--- src/shp_pkg.sv ---
/*
  shared constants, field layouts and status carrier for the serial host port
  (spi slave/master and i2c master). assumes a single sys_clk domain; all
  serial pins are asynchronous and synchronised inside the port.
*/
// Summary of operation
// - sda falling while scl high is start
// - sda rising while scl high is stop
// - i2c data stable while scl high
// - ninth clock pulse carries acknowledge bit
// - receiver acknowledges by holding sda low
// - master receiver withholds ack on last byte
// - i2c master waits while slave stretches scl
// - first byte: seven-bit address plus direction
// - i2c master ends every transfer with stop
// - standard and fast i2c clock rates supported
// - enable, protocol and master select choose mode
// - spi slave uses only phase and polarity
// - spi slave loads shift register between words
// - no transmit write means retransmit shift register
// - slave request per request-enable field setting
// - slave request drops at next word's clock
// - select dropped mid-word aborts, discards word
// - select asserted in spi master sets error
// - spi master transfer starts on transmit write
// - master honours request only when enabled
// - master withholds clock while request deasserted
// - phase zero master: empty after word ends
// - full fifo at word end sets overrun; the i2c master instead overwrites the held word without setting it
// - busy follows select or holding/shift contents
package shp_pkg;
  localparam int WORD_W      = 8;
  localparam int FIFO_DEPTH  = 4;
  localparam int SYS_CLK_HZ  = 125000000;
  localparam int I2C_STD_HZ  = 100000;
  localparam int I2C_FAST_HZ = 400000;
  localparam int SPI_HALF_DEF = 4;
  localparam int I2C_STD_HALF  = SYS_CLK_HZ / (2 * I2C_STD_HZ);
  localparam int I2C_FAST_HALF = SYS_CLK_HZ / (2 * I2C_FAST_HZ);
  localparam logic [1:0] REQ_OFF  = 2'h0;
  localparam logic [1:0] REQ_RX   = 2'h1;
  localparam logic [1:0] REQ_TX   = 2'h2;
  localparam logic [1:0] REQ_BOTH = 2'h3;
  localparam logic [3:0] I2C_BITS = 4'h9;

  typedef struct packed {
    logic transmit_empty_flag;
    logic receive_not_empty_flag;
    logic receive_overrun_flag;
    logic bus_error_flag;
    logic port_busy_flag;
    logic i2c_nack_flag;
  } shp_status_t;

  typedef enum logic [2:0] {
    I2C_IDLE  = 3'b000,
    I2C_START = 3'b001,
    I2C_LOW   = 3'b010,
    I2C_HIGH  = 3'b011,
    I2C_STOP1 = 3'b100,
    I2C_STOP2 = 3'b101
  } shp_i2c_state_t;
endpackage : shp_pkg

--- src/shp_buf.sv ---
/*
  two-entry valid/ready buffer used as the receive fifo's stage.
  assumes same-clock producer and consumer.
*/
`timescale 1ns/1ps
`default_nettype none
module shp_buf
  import shp_pkg::*;
#(
  parameter int W = WORD_W
) (
  input  wire logic         clk,      // system clock
  input  wire logic         rst,      // async reset
  input  wire logic         clr,      // synchronous flush
  input  wire logic         in_valid, // word offered
  output logic              in_ready, // room for a word
  input  wire logic [W-1:0] in_data,  // word in
  output logic              out_valid,// word available
  input  wire logic         out_ready,// consumer takes word
  output logic [W-1:0]      out_data  // oldest word
);
  logic [W-1:0] mem_ff [2];
  logic         rd_ff;
  logic         wr_ff;
  logic [1:0]   cnt_ff;
  wire          push = in_valid && in_ready;
  wire          pop  = out_valid && out_ready;

  assign in_ready  = cnt_ff != 2'h2;
  assign out_valid = cnt_ff != 2'h0;
  assign out_data  = mem_ff[rd_ff];

  always_ff @(posedge clk or posedge rst)
  begin
    if (rst)
    begin
      rd_ff  <= 1'b0;
      wr_ff  <= 1'b0;
      cnt_ff <= 2'h0;
      mem_ff[0] <= '0;
      mem_ff[1] <= '0;
    end
    else if (clr)
    begin
      rd_ff  <= 1'b0;
      wr_ff  <= 1'b0;
      cnt_ff <= 2'h0;
    end
    else
    begin
      if (push)
        mem_ff[wr_ff] <= in_data;
      if (push)
        wr_ff <= ~wr_ff;
      if (pop)
        rd_ff <= ~rd_ff;
      cnt_ff <= cnt_ff + {1'b0, push} - {1'b0, pop};
    end
  end
endmodule : shp_buf
`default_nettype wire

--- src/shp_port.sv ---
/*
  serial host port top: spi slave, spi master and i2c master engines sharing
  a transmit holding register, a shift register and a receive buffer.
  assumes all serial pins are asynchronous to sys_clk; open-drain lines are split
  into in/out/oe with oe_n low while driving.
*/
`timescale 1ns/1ps
`default_nettype none
module shp_port
  import shp_pkg::*;
#(
  parameter int W        = WORD_W,
  parameter int SPI_HALF = SPI_HALF_DEF
) (
  input  wire logic         sys_clk,               // 125 MHz clock
  input  wire logic         rst,                   // async reset, high
  input  wire logic         port_enable,           // low = individual reset
  input  wire logic         protocol_select,       // 1 = i2c
  input  wire logic         master_select,         // 1 = master
  input  wire logic         clock_phase_select,    // spi phase
  input  wire logic         clock_polarity_select, // spi polarity
  input  wire logic         i2c_fast,              // 1 = 400 kHz
  input  wire logic [1:0]   request_enable_field,  // handshake select
  input  wire logic         bus_error_irq_enable,  // error irq mask
  input  wire logic         tx_write,              // load holding register
  input  wire logic [W-1:0] tx_data,               // holding data
  input  wire logic         rx_ready,              // consumer pops word
  output logic              rx_valid,              // word available
  output logic [W-1:0]      rx_data,               // received word
  output shp_status_t       status,                // status flags
  output logic              bus_error_irq,         // error interrupt
  input  wire logic         sck_in,                // spi clock / scl in
  output logic              sck_out,               // spi clock / scl out
  output logic              sck_oe_n,              // low = drive sck/scl
  input  wire logic         sdi_in,                // mosi/miso/sda in
  output logic              sdo_out,               // data out
  output logic              sdo_oe_n,              // low = drive data
  input  wire logic         ss_n_in,               // slave select, low
  input  wire logic         host_req_n_in,         // request from slave
  output logic              host_req_n_out         // request to master
);
  // two-stage synchronisers; the first stage feeds only the second
  logic [1:0] sck_s_ff, sdi_s_ff, ss_s_ff, req_s_ff;
  logic       sck_d_ff, sdi_d_ff, ss_d_ff;
  always_ff @(posedge sys_clk or posedge rst)
  begin
    if (rst)
    begin
      sck_s_ff <= 2'h3;
      sdi_s_ff <= 2'h3;
      ss_s_ff  <= 2'h3;
      req_s_ff <= 2'h3;
      sck_d_ff <= 1'b1;
      sdi_d_ff <= 1'b1;
      ss_d_ff  <= 1'b1;
    end
    else
    begin
      sck_s_ff <= {sck_s_ff[0], sck_in};
      sdi_s_ff <= {sdi_s_ff[0], sdi_in};
      ss_s_ff  <= {ss_s_ff[0], ss_n_in};
      req_s_ff <= {req_s_ff[0], host_req_n_in};
      sck_d_ff <= sck_s_ff[1];
      sdi_d_ff <= sdi_s_ff[1];
      ss_d_ff  <= ss_s_ff[1];
    end
  end
  wire sck_q = sck_s_ff[1];
  wire sdi_q = sdi_s_ff[1];
  wire ss_q  = ss_s_ff[1];
  wire req_q = req_s_ff[1];

  // mode decode
  wire spi_slv = port_enable && !protocol_select && !master_select;
  wire spi_mst = port_enable && !protocol_select && master_select;
  wire i2c_mst = port_enable && protocol_select && master_select;
  wire clr     = !port_enable;

  // spi slave: only phase and polarity matter; leading/trailing edges
  wire sck_rise  = sck_q && !sck_d_ff;
  wire sck_fall  = !sck_q && sck_d_ff;
  wire lead_edge = clock_polarity_select ? sck_fall : sck_rise;
  wire trail_edge = clock_polarity_select ? sck_rise : sck_fall;
  wire ss_act    = spi_slv && !ss_q;
  wire ss_rise   = spi_slv && ss_q && !ss_d_ff;
  wire slv_samp  = ss_act && (clock_phase_select ? trail_edge : lead_edge);
  wire slv_shift = ss_act && (clock_phase_select ? lead_edge : trail_edge);

  localparam int CW = $clog2(2 * W + 2);
  logic [W-1:0]  txh_ff;
  logic          txh_full_ff;
  logic [W-1:0]  sh_ff;
  logic          sh_full_ff;
  logic [CW-1:0] bit_ff;
  logic          rxw_valid_ff;
  logic [W-1:0]  rxw_ff;
  logic          ovr_ff, berr_ff, nack_ff, req_out_ff, irq_ff;
  logic          txe_ff;
  logic          in_ready;
  logic          slv_first_ff;

  // master side counters
  logic [15:0]   div_ff;
  logic          msck_ff, mdo_ff, mact_ff;
  logic          sda_oe_ff, scl_oe_ff;
  shp_i2c_state_t ist_ff;
  logic          irw_ff, iaddr_ff, ilast_ff;

  wire [15:0] half_cnt = i2c_mst ? (i2c_fast ? 16'(I2C_FAST_HALF) : 16'(I2C_STD_HALF))
                                 : 16'(SPI_HALF);
  wire tick = div_ff == 16'h0;

  // spi master handshake gate, spi slave load and request
  wire req_ok    = (request_enable_field == REQ_OFF) || !req_q;
  wire mst_start = spi_mst && !mact_ff && txh_full_ff && req_ok && ss_q;
  wire slv_edge  = slv_samp || slv_shift;
  // loads while idle too, so a master waiting on the request is not deadlocked
  wire slv_load  = spi_slv && txh_full_ff && slv_first_ff && !slv_edge;
  wire req_rx_ok = !request_enable_field[0] || in_ready;
  wire req_tx_ok = !request_enable_field[1] || sh_full_ff;
  wire slv_req   = spi_slv && slv_first_ff && request_enable_field != REQ_OFF
                   && req_rx_ok && req_tx_ok;

  // word completion into the receive buffer
  wire slv_done = slv_samp && bit_ff == CW'(W - 1);
  wire mst_done = spi_mst && mact_ff && tick && msck_ff == !clock_polarity_select
                  && bit_ff == CW'(2 * W - 1);
  wire [W-1:0] slv_word = {sh_ff[W-2:0], sdi_q};

  shp_buf #(.W(W)) u_rxbuf (
    .clk      (sys_clk),
    .rst      (rst),
    .clr      (clr),
    .in_valid (rxw_valid_ff),
    .in_ready (in_ready),
    .in_data  (rxw_ff),
    .out_valid(rx_valid),
    .out_ready(rx_ready),
    .out_data (rx_data)
  );

  always_ff @(posedge sys_clk or posedge rst)
  begin
    if (rst)
    begin
      txh_ff <= '0; txh_full_ff <= 1'b0; txe_ff <= 1'b1;
      sh_ff <= '0; sh_full_ff <= 1'b0; bit_ff <= '0;
      rxw_valid_ff <= 1'b0; rxw_ff <= '0; ovr_ff <= 1'b0;
      berr_ff <= 1'b0; nack_ff <= 1'b0; req_out_ff <= 1'b1;
      irq_ff <= 1'b0; slv_first_ff <= 1'b1;
      div_ff <= '0; msck_ff <= 1'b0; mdo_ff <= 1'b1; mact_ff <= 1'b0;
      sda_oe_ff <= 1'b1; scl_oe_ff <= 1'b1; ist_ff <= I2C_IDLE;
      irw_ff <= 1'b0; iaddr_ff <= 1'b0; ilast_ff <= 1'b0;
    end
    else if (clr)
    begin
      txh_full_ff <= 1'b0; txe_ff <= 1'b1; sh_full_ff <= 1'b0;
      bit_ff <= '0; rxw_valid_ff <= 1'b0; ovr_ff <= 1'b0;
      berr_ff <= 1'b0; nack_ff <= 1'b0; req_out_ff <= 1'b1;
      irq_ff <= 1'b0; slv_first_ff <= 1'b1; mact_ff <= 1'b0;
      msck_ff <= clock_polarity_select; sda_oe_ff <= 1'b1;
      scl_oe_ff <= 1'b1; ist_ff <= I2C_IDLE; div_ff <= '0;
    end
    else
    begin
      div_ff <= tick ? half_cnt : div_ff - 16'h1;
      if (rxw_valid_ff && in_ready)
        rxw_valid_ff <= 1'b0;
      if (tx_write)
      begin
        txh_ff <= tx_data;
        txh_full_ff <= 1'b1;
        txe_ff <= 1'b0;
      end
      // spi slave
      // the first clock edge of a word drops the request
      req_out_ff <= !(slv_req && !slv_edge);
      if (slv_load)
      begin
        sh_ff <= txh_ff;
        sh_full_ff <= 1'b1;
        txh_full_ff <= tx_write;
        txe_ff <= !tx_write;
      end
      if (slv_edge)
      begin
        sh_full_ff <= 1'b0;
        slv_first_ff <= 1'b0;
      end
      if (slv_samp)
      begin
        sh_ff <= slv_word;     // shift register takes in the sampled sdi bit
        bit_ff <= slv_done ? '0 : bit_ff + CW'(1);
        slv_first_ff <= slv_done;
        if (slv_done && (rxw_valid_ff && !in_ready))
          ovr_ff <= 1'b1;
        else if (slv_done)
        begin
          rxw_ff <= slv_word;
          rxw_valid_ff <= 1'b1;
        end
      end
      if (ss_rise)
      begin
        bit_ff <= '0;
        slv_first_ff <= 1'b1;
      end
      // spi master
      if (spi_mst && !ss_q)
        berr_ff <= 1'b1;
      irq_ff <= (berr_ff || (spi_mst && !ss_q)) && bus_error_irq_enable;
      if (mst_start)
      begin
        sh_ff <= txh_ff;
        txh_full_ff <= tx_write;
        if (clock_phase_select)
          txe_ff <= !tx_write;
        mact_ff <= 1'b1;
        bit_ff <= '0;
        msck_ff <= clock_polarity_select;
        mdo_ff <= txh_ff[W-1];
      end
      else if (spi_mst && mact_ff && tick)
      begin
        msck_ff <= !msck_ff;
        bit_ff <= bit_ff + CW'(1);
        if (bit_ff[0] == clock_phase_select)
          sh_ff <= {sh_ff[W-2:0], sdi_q};
        else
          mdo_ff <= sh_ff[W-1];
        if (mst_done)
        begin
          mact_ff <= 1'b0;
          if (!clock_phase_select && !tx_write && !txh_full_ff)
            txe_ff <= 1'b1;
          if (rxw_valid_ff && !in_ready)
            ovr_ff <= 1'b1;
          else
          begin
            // phase zero took its last bit a half period earlier
            rxw_ff <= clock_phase_select ? {sh_ff[W-2:0], sdi_q} : sh_ff;
            rxw_valid_ff <= 1'b1;
          end
        end
      end
      // i2c master: one byte per holding write, stop after every transfer
      if (i2c_mst && tick)
      begin
        case (ist_ff)
          I2C_IDLE:
            if (txh_full_ff)
            begin
              sda_oe_ff <= 1'b0;
              sh_ff <= txh_ff;
              irw_ff <= txh_ff[0];
              iaddr_ff <= 1'b1;
              txh_full_ff <= tx_write;
              txe_ff <= !tx_write;
              bit_ff <= '0;
              ist_ff <= I2C_START;
            end
          I2C_START:
          begin
            scl_oe_ff <= 1'b0;
            ist_ff <= I2C_LOW;
          end
          I2C_LOW:
          begin
            if (bit_ff == CW'(I2C_BITS - 1))
              sda_oe_ff <= (irw_ff && !iaddr_ff) ? ilast_ff : 1'b1;
            else
              sda_oe_ff <= (irw_ff && !iaddr_ff) ? 1'b1 : sh_ff[W-1];
            scl_oe_ff <= 1'b1;
            ist_ff <= I2C_HIGH;
          end
          I2C_HIGH:
            if (sck_q)
            begin
              scl_oe_ff <= 1'b0;
              if (bit_ff == CW'(I2C_BITS - 1))
              begin
                bit_ff <= '0;
                ilast_ff <= !txh_full_ff;
                if (!irw_ff || iaddr_ff)
                  nack_ff <= sdi_q;
                iaddr_ff <= 1'b0;
                if (irw_ff && !iaddr_ff)
                begin
                  rxw_ff <= sh_ff;
                  rxw_valid_ff <= 1'b1;
                end
                if (sdi_q && (!irw_ff || iaddr_ff))
                  ist_ff <= I2C_STOP1;
                else if (txh_full_ff)
                begin
                  sh_ff <= txh_ff;
                  txh_full_ff <= tx_write;
                  txe_ff <= !tx_write;
                  ist_ff <= I2C_LOW;
                end
                else
                  ist_ff <= (irw_ff && !ilast_ff) ? I2C_LOW : I2C_STOP1;
              end
              else
              begin
                sh_ff <= {sh_ff[W-2:0], sdi_q};
                bit_ff <= bit_ff + CW'(1);
                ist_ff <= I2C_LOW;
              end
            end
          I2C_STOP1:
          begin
            sda_oe_ff <= 1'b0;
            scl_oe_ff <= 1'b1;
            ist_ff <= I2C_STOP2;
          end
          I2C_STOP2:
          begin
            sda_oe_ff <= 1'b1;
            ist_ff <= I2C_IDLE;
          end
          default:
            ist_ff <= I2C_IDLE;
        endcase
      end
    end
  end

  // registered pin and status drive
  always_ff @(posedge sys_clk or posedge rst)
  begin
    if (rst)
    begin
      sck_out <= 1'b0; sck_oe_n <= 1'b1; sdo_out <= 1'b1; sdo_oe_n <= 1'b1;
      host_req_n_out <= 1'b1; status <= '0; bus_error_irq <= 1'b0;
    end
    else
    begin
      sck_out  <= i2c_mst ? 1'b0 : (mact_ff ? msck_ff : clock_polarity_select);
      sck_oe_n <= i2c_mst ? scl_oe_ff : !spi_mst;
      sdo_out  <= i2c_mst ? 1'b0 : (spi_mst ? mdo_ff : sh_ff[W-1]);
      sdo_oe_n <= i2c_mst ? sda_oe_ff : !(spi_mst || ss_act);
      host_req_n_out <= spi_slv ? req_out_ff : 1'b1;
      bus_error_irq  <= irq_ff;
      status.transmit_empty_flag    <= txe_ff;
      status.receive_not_empty_flag <= rx_valid;
      status.receive_overrun_flag   <= ovr_ff;
      status.bus_error_flag         <= berr_ff;
      status.port_busy_flag <= spi_slv ? !ss_q :
                               (spi_mst ? (txh_full_ff || mact_ff) : ist_ff != I2C_IDLE);
      status.i2c_nack_flag          <= nack_ff;
    end
  end

  a_berr_sets: assert property (@(posedge sys_clk) disable iff (rst)
    (spi_mst && !ss_q && port_enable) |=> berr_ff)
    else $error("bus error not set on select in master");
  a_ovr_keeps: assert property (@(posedge sys_clk) disable iff (rst)
    ((slv_done || mst_done) && rxw_valid_ff && !in_ready && port_enable)
      |=> ovr_ff && !(rxw_ff != $past(rxw_ff)))
    else $error("overrun word not held");
  a_abort_clr: assert property (@(posedge sys_clk) disable iff (rst)
    (ss_rise && port_enable) |=> bit_ff == '0)
    else $error("partial word not discarded");
  a_mst_gate: assert property (@(posedge sys_clk) disable iff (rst)
    (spi_mst && request_enable_field != REQ_OFF && req_q && !mact_ff) |=> !mact_ff)
    else $error("master clocked without request");
  a_txe_cpha0: assert property (@(posedge sys_clk) disable iff (rst)
    (mst_start && !clock_phase_select && !tx_write && port_enable) |=> !txe_ff)
    else $error("empty flag set too early");
  a_stop_end: assert property (@(posedge sys_clk) disable iff (rst)
    (i2c_mst && ist_ff == I2C_STOP2 && tick) |=> sda_oe_ff && ist_ff == I2C_IDLE)
    else $error("stop not completed");
  a_stretch_hold: assert property (@(posedge sys_clk) disable iff (rst)
    (i2c_mst && ist_ff == I2C_HIGH && !sck_q) |=> ist_ff == I2C_HIGH)
    else $error("master ignored clock stretch");
  a_busy_slave: assert property (@(posedge sys_clk) disable iff (rst)
    (spi_slv && !ss_q) |=> status.port_busy_flag)
    else $error("busy not set under select");
endmodule : shp_port
`default_nettype wire

--- config.mk ---
export PLATFORM = sky130hd
export DESIGN_NAME = shp_port
export DESIGN_NICKNAME = d
export VERILOG_FILES = /design/src/shp_pkg.sv /design/src/shp_buf.sv /design/src/shp_port.sv
export SDC_FILE = /design/constraint.sdc
export NUM_CORES = 1
export LEC_CHECK = 0
export BUFFER_PORTS_ARGS = -buffer_cell sky130_fd_sc_hd__buf_2
export CORE_MARGIN = 4
export CORE_UTILIZATION = 40
export CTS_BUF_LIST = sky130_fd_sc_hd__clkbuf_16
export DETAILED_ROUTE_END_ITERATION = 7
export PLACE_DENSITY_LB_ADDON = 0.2
export SYNTH_ARGS = -nofsm -noshare
export SYNTH_HDL_FRONTEND = slang
export SYNTH_HIERARCHICAL = 1
export SYNTH_SLANG_ARGS = --single-unit
--- constraint.sdc ---
create_clock -name sys_clk -period 2.87 [get_ports sys_clk]
set_clock_uncertainty 0.15 [all_clocks]
set_input_delay 0.1435 -clock sys_clk [delete_from_list [all_inputs] [get_ports sys_clk]]
set_output_delay 0.1435 -clock sys_clk [all_outputs]
set_load 0.05 [all_outputs]
; Word-level counts from Yosys, hierarchy flattened
; Cells that the tools add are included.
[op_classes]
n_addsub = 4
n_mul = 0
div_mod_pow = 0
n_lt_le_gt_ge = 3
eq_ne = 31
shifts = 0
muxes = 159
bitwise_logic = 4
reduce_logical = 93
[ops]
columns = operator, count
row1 = $mux W8, 27
row2 = $mux W1, 99
row3 = $mux W5, 10
row4 = $logic_and A1 B1 Y1, 42
row5 = $mux W16, 2
row6 = $mux W3, 8
row7 = $logic_not A1 Y1, 23
row8 = $mux W10, 2
row9 = $bwmux W16, 1
row10 = $logic_not A16 Y1, 1
row11 = $ne A2 B1 Y1 const B, 8
row12 = $pmux W8 S2, 1
row13 = $sub A16 B1 Y16 const B, 1
row14 = $pmux W3 S5, 1
row15 = $reduce_and A3 Y1, 4
row16 = $eq A5 B4 Y1 const B, 2
row17 = $ne A2 B2 Y1 const B, 5
row18 = $pmux W5 S2, 1
row19 = $reduce_and A5 Y1, 2
row20 = $ne A3 B1 Y1 const B, 3
row21 = $demux W8 S1, 1
row22 = $logic_or A1 B1 Y1, 8
row23 = $reduce_bool A2 Y1, 4
row24 = $eq A3 B2 Y1 const B, 2
row25 = 26 further kinds, 36
[word_totals]
reg_bits = 108
latch_bits = 0
ram_bits = 0
rom_bits = 0
output_inout_bits = 21
elab_cells = 341
mem_count = 0

; Logic depth before layout (Yosys ltp)
; Gate-level depths: netlist (run 1).
[depth]
word_depth = 20
depth_mapped = 10
mapped_depth_nobuf = 9

; Hierarchy
; Netlist (run 1), hierarchy kept.
[by_module_without_submodules]
columns = module, instances, cells_each, area_each_um2, seq_area_each_um2
row1 = shp_port, 1, 491, 4774.6, 2227.1
row2 = shp_buf, 1, 67, 947.2, 500.5

; Worst setup path before layout (run 1)
; OpenSTA, ideal clock, no wires.
[synth_path]
path_type = reg2reg
startpoint = register ss_s_ff[1]
endpoint = register sh_ff[1]
setup_ns = 0.126
arrival_time_ns = 2.106
required_time_ns = 2.594
path_slack_ns = 0.488
stages_incl_launch_ff = 8
path_buffers = 2
cell_sequence = dfstp_2 > clkbuf_1 > nand4b_1 > nor3_2 > a21o_1 > clkbuf_1 > a211oi_2 > a221o_1
[synth_between]
elab_chain_cells = 17
word_cells_on_any_way = 19
cone_classes = mux (11) / reduce/logical (8)
[synth_rtl]
columns = element, line_no
row1 = "start, declared", shp_port.sv:43  ; logic [1:0] sck_s_ff, sdi_s_ff, ss_s_ff, req_s_ff;
row2 = "start signal, assigned", shp_port.sv:61  ; ss_s_ff <= {ss_s_ff[0], ss_n_in};
row3 = $logic_not A1 Y1, shp_port.sv:84  ; wire ss_act = spi_slv && !ss_q;
row4 = $logic_and A1 B1 Y1, shp_port.sv:84
row5 = $logic_and A1 B1 Y1 (on tied branches), "shp_port.sv:86, shp_port.sv:87"
row6 = $logic_or A1 B1 Y1, shp_port.sv:116  ; wire slv_edge = slv_samp || slv_shift;
row7 = $logic_not A1 Y1, shp_port.sv:118  ; wire slv_load = spi_slv && txh_full_ff && slv_first_ff && !slv_edge;
row8 = $logic_and A1 B1 Y1, shp_port.sv:118
row9 = $mux W8, shp_port.sv:178  ; if (slv_load)
row10 = $mux W8, shp_port.sv:190  ; if (slv_samp)
row11 = $mux W8, shp_port.sv:227  ; if (bit_ff[0] == clock_phase_select)
row12 = $mux W8, shp_port.sv:223  ; else if (spi_mst && mact_ff && tick)
row13 = $mux W8 (*), shp_port.sv:212  ; if (mst_start)
row14 = $mux W8, "shp_port.sv:251, shp_port.sv:294"
row15 = $mux W8, shp_port.sv:292  ; if (sdi_q && (!irw_ff || iaddr_ff))
row16 = $mux W8, shp_port.sv:280  ; if (bit_ff == CW'(I2C_BITS - 1))
row17 = $mux W8, shp_port.sv:277  ; if (sck_q)
row18 = $pmux W8 S2, shp_port.sv:249  ; case (ist_ff)
row19 = $mux W8 (*), shp_port.sv:247  ; if (i2c_mst && tick)
row20 = "end signal, assigned", shp_port.sv:254  ; sh_ff <= txh_ff;
row21 = "end signal, assigned", shp_port.sv:296  ; sh_ff <= txh_ff;
row22 = "end signal, assigned", shp_port.sv:306  ; sh_ff <= {sh_ff[W-2:0], sdi_q};
row23 = "end, declared", shp_port.sv:92  ; logic [W-1:0] sh_ff;
; Mark *: on every way between the ends. The rest lies on a longest branch, timed or not.
; A chain may end at the register's enable or synchronous reset.

; Final worst setup path (run 1)
[layout_path]
startpoint = register div_ff[12]
endpoint = register msck_ff
[layout_between]
elab_chain_cells = 3
[layout_rtl]
columns = element, line_no
row1 = "start, declared", shp_port.sv:103  ; logic [15:0] div_ff;
row2 = "start signal, assigned", shp_port.sv:166  ; div_ff <= tick ? half_cnt : div_ff - 16'h1;
row3 = $logic_not A16 Y1, shp_port.sv:111  ; wire tick = div_ff == 16'h0;
row4 = $logic_and A1 B1 Y1, shp_port.sv:223
row5 = $ne A3 B1 Y1 (no line), n/a
row6 = "end signal, assigned", shp_port.sv:220  ; msck_ff <= clock_polarity_select;
row7 = "end signal, assigned", shp_port.sv:225  ; msck_ff <= !msck_ff;
row8 = "end, declared", shp_port.sv:104  ; logic msck_ff, mdo_ff, mact_ff;
; Every way passes these cells.

==> flow_summary.yaml, run 1 <==
sta:
  layout_setup_ws_ns: 0.1148
  post-route-min-period_ns: 2.755
  worst_pin_slew_ns: 0.9566
  hold_violations: 0
  clock.fmax_mhz: 362.9
  setup_viol: 0
  finalCritPeriodShare_pct: 96.00
  maxSlewHeadroom_pct: 36.23
  drv_slew: 0
  rsz0062_at_grt: "no"
  setup_tns_ns: 0
detailed_routing:
  drc: 0
  wl_per_cell_um: 17.00
  drtIter0Drc: 340
  routed_wirelength_mm: 13.84
  num_vias: 4640
  via_per_inst: 5.700
  postRouteAntennaNets: 0
  first_pass_iters: 5
power_and_ir_drop:
  internal_power_mw: 2.938
  p_sw_share_pct: 35.66
  power_frac_clock_pct: 27.5
  power_switching_mw: 1.629
  seq_power_share_pct: 45.3
  leakagePower_nw: 3.012
  max-vdd-ir-drop_mv: 0.6359
  powerDensity_nw_per_um2: 677.0
  combPwrFrac_pct: 27.2
synthesis:
  synthXorXnorAreaFrac_pct: 3.368
  ys_types: 74
  ys.flop_type: "dfrtp_1"
  muxShareOfSynthArea_pct: 7.566
  syn_area_per_cell_um2: 10.25
  ys_seq_area_share_pct: 47.67
  syn_inst: 558
  synth_warnings: 6
  synth_seq_cells: 108
  synth_top_family_by_area: "simple AND/OR/NAND/NOR gates"
  synth_area_um2: 5722
  synth_fp_nets: 589
  synthSimpleGateAreaFrac_pct: 19.42
  synth_compound_area_share_pct: 17.95
  synth-edff-count: 0
  synthAdderAreaFrac_pct: 1.312
  async_reset_ff_share_pct: 100.0
clock_network:
  h-tree-depth: 3
  clkLatencyLatePin_ns: 0.36
  cts_num_sinks: 108
  clk_pin_slew_ns: 0.08
  numCtsBuffers: 9
  clockRootBuffer: "clkbuf_16"
  clockBufferDepth: 2
  cts_tree: "built"
die:
  fp.dieW_um: 127.6
  rows: 43
  core_area_um2: 13930
  design.portCount: 46
  die-area_um2: 16280
  die_h_um: 127.6
  start_util_pct: 41.06
worst_setup_path:
  r2r_start: "div_ff[12]"
  reg2reg_slack_ns: 0.11
  cp_data_required_time_ns: 2.96
  cp_max_fo: 6
  worstPathArrival_ns: 2.85
  worst-r2r-cell-count: 6
  start_kind: "flip-flop"
  reg2reg_to: "msck_ff"
  worstSetupPathType: "flip-flop to flip-flop"
  end_kind: "flip-flop"
grt:
  grt_antenna_before_repair: 0
  grt_usage_pct: 17.99
  overflow: 0
  grt_pass1_wl_mm: 23.61
  grt_pass1_vias: 4517
  grt_max_degree: 54
flow_run:
  maxCapViolations: 0
placed_design:
  pre_cts_ws_ns: 0.2937
  numPortBuffers: 45
  place_congestion: 0.8775
  hpwl_mm: 10.20
layout:
  synthToLayoutAreaGrowth_pct: 17.89
  drive_gt1_share_pct: 25.08
  diodes: 0
  final_nets: 660
min_path:
  holdPathEnd: "div_ff[3]"
  holdPathStages: 3
  hp-class: "input pin to flip-flop"
  hp-start: "i2c_fast"
outcome:
  status: "complete, no violations"
[cell usage in the layout (no fill, tap or decap), types with 4 or more instances in the layout]
cell / Yosys / routed
a211oi_1: 4 / 4
a21oi_1: 32 / 32
a221o_1: 6 / 6
a221oi_1: 7 / 7
a22o_1: 7 / 7
a31oi_1: 5 / 5
buf_2: 4 / 45
buf_4: 0 / 16
clkbuf_16: 0 / 9
dfrtp_1: 88 / 88
dfstp_2: 20 / 20
dlygate4sd3_1: 0 / 22
ha_1: 6 / 6
inv_1: 15 / 14
mux2_2: 34 / 34
mux2i_1: 5 / 5
nand2_1: 40 / 40
nand2b_1: 14 / 14
nand3_1: 13 / 13
nor2_1: 53 / 53
nor2b_1: 6 / 6
nor3_1: 19 / 18
o21a_1: 6 / 6
o21ai_0: 22 / 22
o21ai_1: 4 / 4
o221a_1: 8 / 8
o22ai_1: 14 / 14
o31ai_1: 4 / 4
or3_1: 5 / 5
xnor2_1: 14 / 14
xor2_1: 8 / 8
[worst max-delay path, cell delays in order (launching register included)]
cell	delay [ns]
dfrtp_1	0.44
or4_4	0.57
or4b_4	0.55
nor2_8	0.17
xnor2_1	0.14
o21ai_1	0.07
dlygate4sd3_1	0.56
[cells in the mapped netlist, drive strengths merged, types with 4 or more instances]
master / count / area [um^2]
xnor2: 14 / 122.6
nor2b: 6 / 37.54
o221a: 8 / 90.09
o22ai: 14 / 87.58
buf: 4 / 20.02
nand3: 13 / 65.06
a211oi: 5 / 42.54
o21ai: 27 / 138.9
a22o: 7 / 61.31
or2: 4 / 25.03
nand2b: 14 / 87.58
dfstp: 20 / 525.5
a31oi: 5 / 31.28
inv: 16 / 60.05
nand4: 4 / 31.28
nor4: 6 / 82.58
mux2: 34 / 382.9
o31ai: 4 / 30.03
nor2: 56 / 231.5
xor2: 8 / 70.07
mux2i: 5 / 50.05
nand2: 41 / 156.4
or4: 4 / 33.78
nor3: 21 / 115.1
ha: 6 / 75.07
dfrtp: 88 / 2202
a221o: 6 / 60.06
nand4b: 4 / 50.05
o21a: 6 / 45.04
or3: 6 / 38.79
clkbuf: 20 / 75.07
a221oi: 7 / 61.31
a21oi: 33 / 168.9
[logic make-up after synthesis]
kind of cell | count (synthesis)
buffers and inverters | 40
adders and majority gates | 6
DFF | 108
xor gates and xnor gates | 22
muxes | 39
AOI/OAI and AO/OA | 147
and+or+nand+nor | 196
[power by group through the flow]
stage | Combinational, mW | Sequential (mW) | Clock, mW
CTS | 1.25 | 2.06 | 1.30
global placement | 1.21 | 2.08 | 0
finish | 1.24 | 2.07 | 1.25
global route | 1.39 | 2.11 | 1.36
detailed placement | 1.22 | 2.09 | 0
floorplan | 0.958 | 2.05 | 0
[sequential cells by signal, summed over array words and instances, names as in the netlist, 2 cells and up]
| register | count |
|---|---|
| u_rxbuf/mem_ff | 16 |
| ist_ff | 3 |
| ss_s_ff | 2 |
| u_rxbuf/cnt_ff | 2 |
| status | 6 |
| sck_s_ff | 2 |
| req_s_ff | 2 |
| rxw_ff | 8 |
| bit_ff | 5 |
| sdi_s_ff | 2 |
| txh_ff | 8 |
| sh_ff | 8 |
| div_ff | 16 |
[worst max path at each step]
stage / slack, ns / start / depth (start not counted) / endpoint
floorplan: 0.33 / rst / 1 / berr_ff
global placement: 0.36 / div_ff[6] / 6 / rxw_ff[4]
detailed placement: 0.29 / div_ff[0] / 8 / rxw_ff[4]
CTS: 0.13 / div_ff[12] / 6 / msck_ff
global route: 0.06 / div_ff[12] / 6 / msck_ff
finish: 0.11 / div_ff[12] / 6 / msck_ff
[final cells by class]
cell class              instances  area (um^2)
inverters                      16        61.31
fillers                      1286         7189
well taps                     180        225.2
clock inverters                 7        76.32
multi-input cells             410         2844
clock buffers                   9        225.2
flip-flops and latches        108         2728
repair buffers                 84        585.6
[stage by stage]
| step | area (um^2) | hold slack, ns | util (%) | instances | total power, mW |
|---|---|---|---|---|---|
| 2_1_floorplan | 5722 | -0.04267 | - | 558 | 3.006 |
| 3_3_place_gp | 6218 | 0.09844 | 44.63 | 776 | 3.285 |
| 3_5_place_dp | 6218 | 0.1035 | 44.63 | 776 | 3.310 |
| 4_1_cts | 6740 | 0.02336 | 48.37 | 814 | 4.613 |
| 5_1_grt | 6745 | 0.07630 | 48.41 | 814 | 4.862 |
| 6_report | 6745 | 0.03378 | 48.41 | 814 | 4.567 |
[per-layer routing]
layer  global-route usage, %  wire [um]
met5                       0          0
met1                   25.08       6320
met3                   3.679        805
met2                   28.65       6565
met4                   4.869        148
[repair_timing]
action | 4_1_cts | 5_1_grt
resized for setup | 0 | 1
setup buffers | 0 | 0
hold endpoints to repair | 76 | 0
endpoints found under the setup margin | 0 | 2
hold buffers | 22 | 0
No activity file was read; power rests on OpenSTA's default activity.
==> run 2: changes to the inputs <==
Settings changed: GPL_TIMING_DRIVEN set to 0.
==> run 2 against run 1 <==
Against the previous run:
- die area did not move
- wire length rose by 2.1%
- largest cell class unchanged
- cell count rose by 1.4%
- clock power barely moved
- non-clock buffer count rose by 11
- total power rose by 0.97%
- final area rose by 0.37%
==> flow_summary.yaml, run 2 (same netlist as run 1, synthesis figures left out) <==
outcome:
  status: "complete, no violations"
placed_design:
  hpwl_mm: 10.37
  place_congestion: 0.9075
  dp_cells: 781
  numPortBuffers: 42
worst_setup_path:
  start_kind: "flip-flop"
  cp_data_required_time_ns: 2.96
  cp_num_buf_inv: 2
  critPathMaxStageDelay_ns: 0.53
  end_kind: "flip-flop"
  crit_cells: 7
  cp_slowest_cell: "dfstp_2"
  worstSetupPathType: "flip-flop to flip-flop"
  worst-r2r-cell-count: 7
  worstPathArrival_ns: 2.84
  path_delay_family: "buffers and inverters"
  path_cells: "clkbuf_1 -> nand4b_1 -> nor3_4 -> a21o_1 -> clkbuf_1 -> a211oi_2 -> a221o_1"
  cp_max_fo: 9
  crit_path_frequent_cell: "clkbuf_1"
power_and_ir_drop:
  powerDensity_nw_per_um2: 681.1
  max-vdd-ir-drop_mv: 0.5854
  leakagePower_nw: 3.006
die:
  start_util_pct: 41.06
  design.portCount: 46
  die_h_um: 127.6
  rows: 43
  die-area_um2: 16280
  core_area_um2: 13930
  fp.dieW_um: 127.6
clock_network:
  h-tree-depth: 3
  clk_pin_slew_ns: 0.07
  numCtsBuffers: 9
  cts_num_sinks: 108
  clockBufferDepth: 2
  cts_tree: "built"
  clkLatencyLatePin_ns: 0.35
  clockRootBuffer: "clkbuf_16"
detailed_routing:
  drtIter0Drc: 266
  first_pass_iters: 5
  routed_wirelength_mm: 14.13
  via_per_inst: 5.604
  num_vias: 4623
  wl_per_cell_um: 17.13
  postRouteAntennaNets: 0
  drc: 0
sta:
  hold_violations: 0
  rsz0062_at_grt: "no"
  worst_pin_slew_ns: 0.9376
  setup_viol: 0
  clock.fmax_mhz: 362.8
  drv_slew: 0
  post-route-min-period_ns: 2.757
  maxSlewHeadroom_pct: 37.49
  setup_tns_ns: 0
  finalCritPeriodShare_pct: 96.05
grt:
  grt_pass1_wl_mm: 23.49
  grt_antenna_before_repair: 0
  grt_usage_pct: 17.96
  overflow: 0
  grt_max_degree: 51
  grt_pass1_vias: 4623
layout:
  layout_common_cells: "dfrtp_1, nor2_1, buf_2, nand2_1, mux2_2"
  drive_gt1_share_pct: 23.57
  diodes: 0
  final_common_cell: "dfrtp_1"
  synthToLayoutAreaGrowth_pct: 18.32
  fin_cells: 825
  final_nets: 671
  top_regs: "div_ff x16, u_rxbuf/mem_ff x16"
min_path:
  holdPathStages: 4
  hp-class: "input pin to flip-flop"
flow_run:
  maxCapViolations: 0
-- run 2: changes by cell type in the layout (fill, tap and decap cells not counted), moves of 2 or more --
cell           delta
buf_4             -8
inv_8             -2
clkbuf_1         +20
dlygate4sd3_1     -2
-- run 2: final timing paths --
kind	startpoint	endpoint	slack, ns
max	ss_s_ff[1]	sh_ff[5]	0.11
min	i2c_fast	div_ff[0]	0.02
max reg2reg	ss_s_ff[1]	sh_ff[5]	0.11
min reg2reg	sdi_s_ff[0]	sdi_s_ff[1]	0.21
max in group asynchronous	rst	sck_s_ff[0]	1.66
min in group asynchronous	rst	bit_ff[1]	0.24
-- run 2: metal layers --
layer | global-route usage [%] | wire (um) | vias to the layer above
met5 | 0 | 0 | -
met4 | 5.993 | 305 | 0
met3 | 3.261 | 581 | 21
met2 | 28.99 | 6742 | 104
met1 | 24.51 | 6501 | 2279
li1 | - | - | 2219
-- run 2: per-stage QoR --
stage	worst slack (ns)	util [%]	hold slack (ns)	area (um^2)	total power, mW
finish	0.1134	48.59	0.01963	6770	4.611
floorplan	0.3310	-	-0.04267	5722	3.006
global placement	-0.7650	44.19	0.09816	6157	3.308
CTS	0.01780	48.03	0.004331	6693	4.643
global route	0.009922	48.59	0.04611	6770	4.893
detailed placement	-0.03576	44.40	0.08029	6187	3.346
-- run 2: area by class of cell --
type	count	area (um^2)
Clock inverter	7	73.82
Inverter	16	62.56
Sequential cell	108	2728
Timing Repair Buffer	71	498.0
Tap cell	180	225.2
Multi-Input combinational cell	410	2863
Clock buffer	9	225.2
Fill cell	1287	7164
Buffer	24	95.09
-- run 2: worst reg2reg max path, delay by kind of cell, from the launching register on --
kind | cells | cell delay [ns]
and+or+nand+nor | 2 | 0.52
AOI/OAI and AO/OA | 3 | 0.70
buffers and inverters | 2 | 0.75
DFF | 1 | 0.53
-- run 2: where the power goes --
group | internal, mW | switching, mW | total (mW)
clock network | 0.683 | 0.571 | 1.25
logic | 0.572 | 0.725 | 1.30
registers | 1.75 | 0.305 | 2.06
total | 3.01 | 1.60 | 4.61
-- run 2: repair_timing --
action | CTS | global route
resized for setup | 1 | 4
setup buffers | 0 | 8
hold buffers | 20 | 0
setup endpoints to repair | 6 | 16
pin swaps | 0 | 2
hold endpoints to repair | 73 | 0
==> run 3: changes to the inputs <==
Settings changed: BUFFER_PORTS_ARGS -buffer_cell sky130_fd_sc_hd__buf_2 to -buffer_cell sky130_fd_sc_hd__buf_4, CTS_CLUSTER_SIZE set to 40.
Clock period 2.87 ns to 2.2 ns, I/O delays scaled along.
==> run 3 against run 2 <==
Against the previous run:
- the flow now finishes with violations (negative setup slack)
- sequential power is 31% higher
- utilization is 5.0 points higher
- final area is 10% higher
- maximum frequency is 19% higher
- total power is 44% higher
- non-clock buffer count is 21 higher
- critical path depth is 1 lower
- sequential share of layout area is 3.7 points lower
- clock-buffer cell count stayed put
- wire length is 6.3% higher
- setup slack worse by 0.22 ns
- global-route usage is 0.95 points higher
==> flow_summary.yaml, run 3 (same netlist as run 1, synthesis figures left out) <==
outcome:
  status: "finished with violations"
  violations: "negative setup slack"
sta:
  finalCritPeriodShare_pct: 104.9
  whs_ns: 0.0007344
  post-route-min-period_ns: 2.308
  layout_setup_ws_ns: -0.1078
  maxSlewHeadroom_pct: 34.54
  hold_violations: 0
  drv_slew: 0
  setup_viol: 23
  rsz0062_at_grt: "yes"
  worst_pin_slew_ns: 0.9819
  clock.fmax_mhz: 433.3
worst_setup_path:
  cp_data_required_time_ns: 2.29
  reg2reg_to: "sh_ff[2]"
  cp_max_fo: 7
  startpoint: "div_ff[15]"
  worstSetupPathType: "flip-flop to flip-flop"
  worst-r2r-cell-count: 6
  start_kind: "flip-flop"
  crit_end: "sh_ff[2]"
  reg2reg_slack_ns: -0.11
  end_kind: "flip-flop"
  worstPathArrival_ns: 2.40
  r2r_start: "div_ff[15]"
layout:
  final_common_cell: "dfrtp_1"
  nFillCells: 1231
  drive_gt1_share_pct: 35.29
  diodes: 0
  final_nets: 692
  top_regs: "div_ff x16, u_rxbuf/mem_ff x16"
  synthToLayoutAreaGrowth_pct: 30.40
  regArea_um2: 2731
  multi_input_comb_area_um2: 3221
  final_util_pct: 53.54
  layout_common_cells: "dfrtp_1, buf_4, nor2_1, nand2_1, mux2_2"
grt:
  overflow: 0
  grt_pass1_wl_mm: 24.74
  grt_pass1_vias: 4764
  grt_usage_pct: 18.91
  grt_antenna_before_repair: 0
  grt_max_degree: 37
detailed_routing:
  wl_per_cell_um: 17.75
  num_vias: 4785
  routed_wirelength_mm: 15.02
  first_pass_iters: 5
  drc: 0
  postRouteAntennaNets: 0
  drtIter0Drc: 360
  via_per_inst: 5.656
power_and_ir_drop:
  combPwrFrac_pct: 34.6
  power.total_mw: 6.651
  power_frac_clock_pct: 24.7
  powerDensity_nw_per_um2: 891.4
  internal_power_mw: 4.310
  max-vdd-ir-drop_mv: 0.4165
  leakagePower_nw: 3.307
  power_switching_mw: 2.340
  seq_power_share_pct: 40.7
  p_sw_share_pct: 35.19
flow_run:
  maxCapViolations: 0
min_path:
  hp-class: "input pin to flip-flop"
clock_network:
  cts_tree: "built"
  clk_pin_slew_ns: 0.07
  h-tree-depth: 3
  clockRootBuffer: "clkbuf_16"
  cts_num_sinks: 108
  clkLatencyLatePin_ns: 0.36
  numCtsBuffers: 9
  clockBufferDepth: 2
die:
  rows: 43
  core_area_um2: 13930
  die-area_um2: 16280
  design.portCount: 46
  die_h_um: 127.6
  fp.dieW_um: 127.6
  start_util_pct: 41.06
placed_design:
  place_congestion: 0.9156
  hpwl_mm: 10.65
  numPortBuffers: 42
[run 3: cell count changes in the layout (fill, tap and decap cells not counted), sizes merged]
cell	change
buf	+24
clkbuf	-4
clkinv	+1
clkinvlp	+1
dlygate4sd3	+1
inv	-2
[run 3: how the worst min path moves through the flow]
stage / from / endpoint / slack, ns / cells past startpoint
6_report: port_enable / div_ff[1] / 0.0007 / 3
2_1_floorplan: rst / u_rxbuf/cnt_ff[0] / -0.08 / 1
5_1_grt: port_enable / div_ff[1] / 0.008 / 3
3_3_place_gp: sck_in / sck_s_ff[0] / 0.07 / 1
4_1_cts: rx_ready / u_rxbuf/rd_ff / 0.02 / 4
3_5_place_dp: host_req_n_in / req_s_ff[0] / 0.07 / 1
[run 3: per-layer routing]
metal  vias to the layer above  track usage, %  part of all wire, %
met4                         0           6.180                  1.8
met3                        21           3.428                  4.7
met1                      2370           26.64                   47
met2                       125           29.64                   46
li1                       2269               -                    -
met5                         -               0                    0
[run 3: critical path, stage by stage (launching register included)]
cell and delay [ns]:
dfrtp_1 0.38, or4_4 0.57, nor4b_4 0.27, nand4_1 0.24
nand2_4 0.16, a211oi_4 0.06, a221o_1 0.36
[run 3: final cells by class]
| class | instances | share of cell area (%) |
|---|---|---|
| Multi-Input combinational cell | 410 | 43.17 |
| Clock inverter | 7 | 0.9559 |
| Inverter | 16 | 0.8553 |
| Tap cell | 180 | 3.019 |
| Buffer | 22 | 1.828 |
| Sequential cell | 108 | 36.61 |
| Timing Repair Buffer | 94 | 10.55 |
| Clock buffer | 9 | 3.019 |
[run 3: what timing repair did]
item | in CTS | in global routing
pin swaps | 29 | 15
endpoints found under the setup margin | 51 | 44
setup buffers | 17 | 12
hold buffers | 21 | 0
hold endpoints to repair | 64 | 0
gates resized for setup | 66 | 36
[run 3: metrics by stage]
stage	setup slack [ns]	TNS, ns	std cells	area [um^2]
CTS	-0.1544	-2.683	834	7221
detailed placement	-0.5985	-17.00	782	6329
floorplan	-0.03811	-0.2479	558	5748
global placement	-0.5869	-15.53	780	6289
global route	-0.1836	-3.420	846	7461
finish	-0.1078	-1.665	846	7461
[run 3: power groups by stage]
stage          combinational [mW]  clock, mW  sequential, mW
4_1_cts                      2.07       1.70            2.68
6_report                     2.30       1.64            2.70
3_5_place_dp                 1.70          0            2.70
2_1_floorplan                1.26          0            2.67
5_1_grt                      2.50       1.77            2.75
3_3_place_gp                 1.65          0            2.69
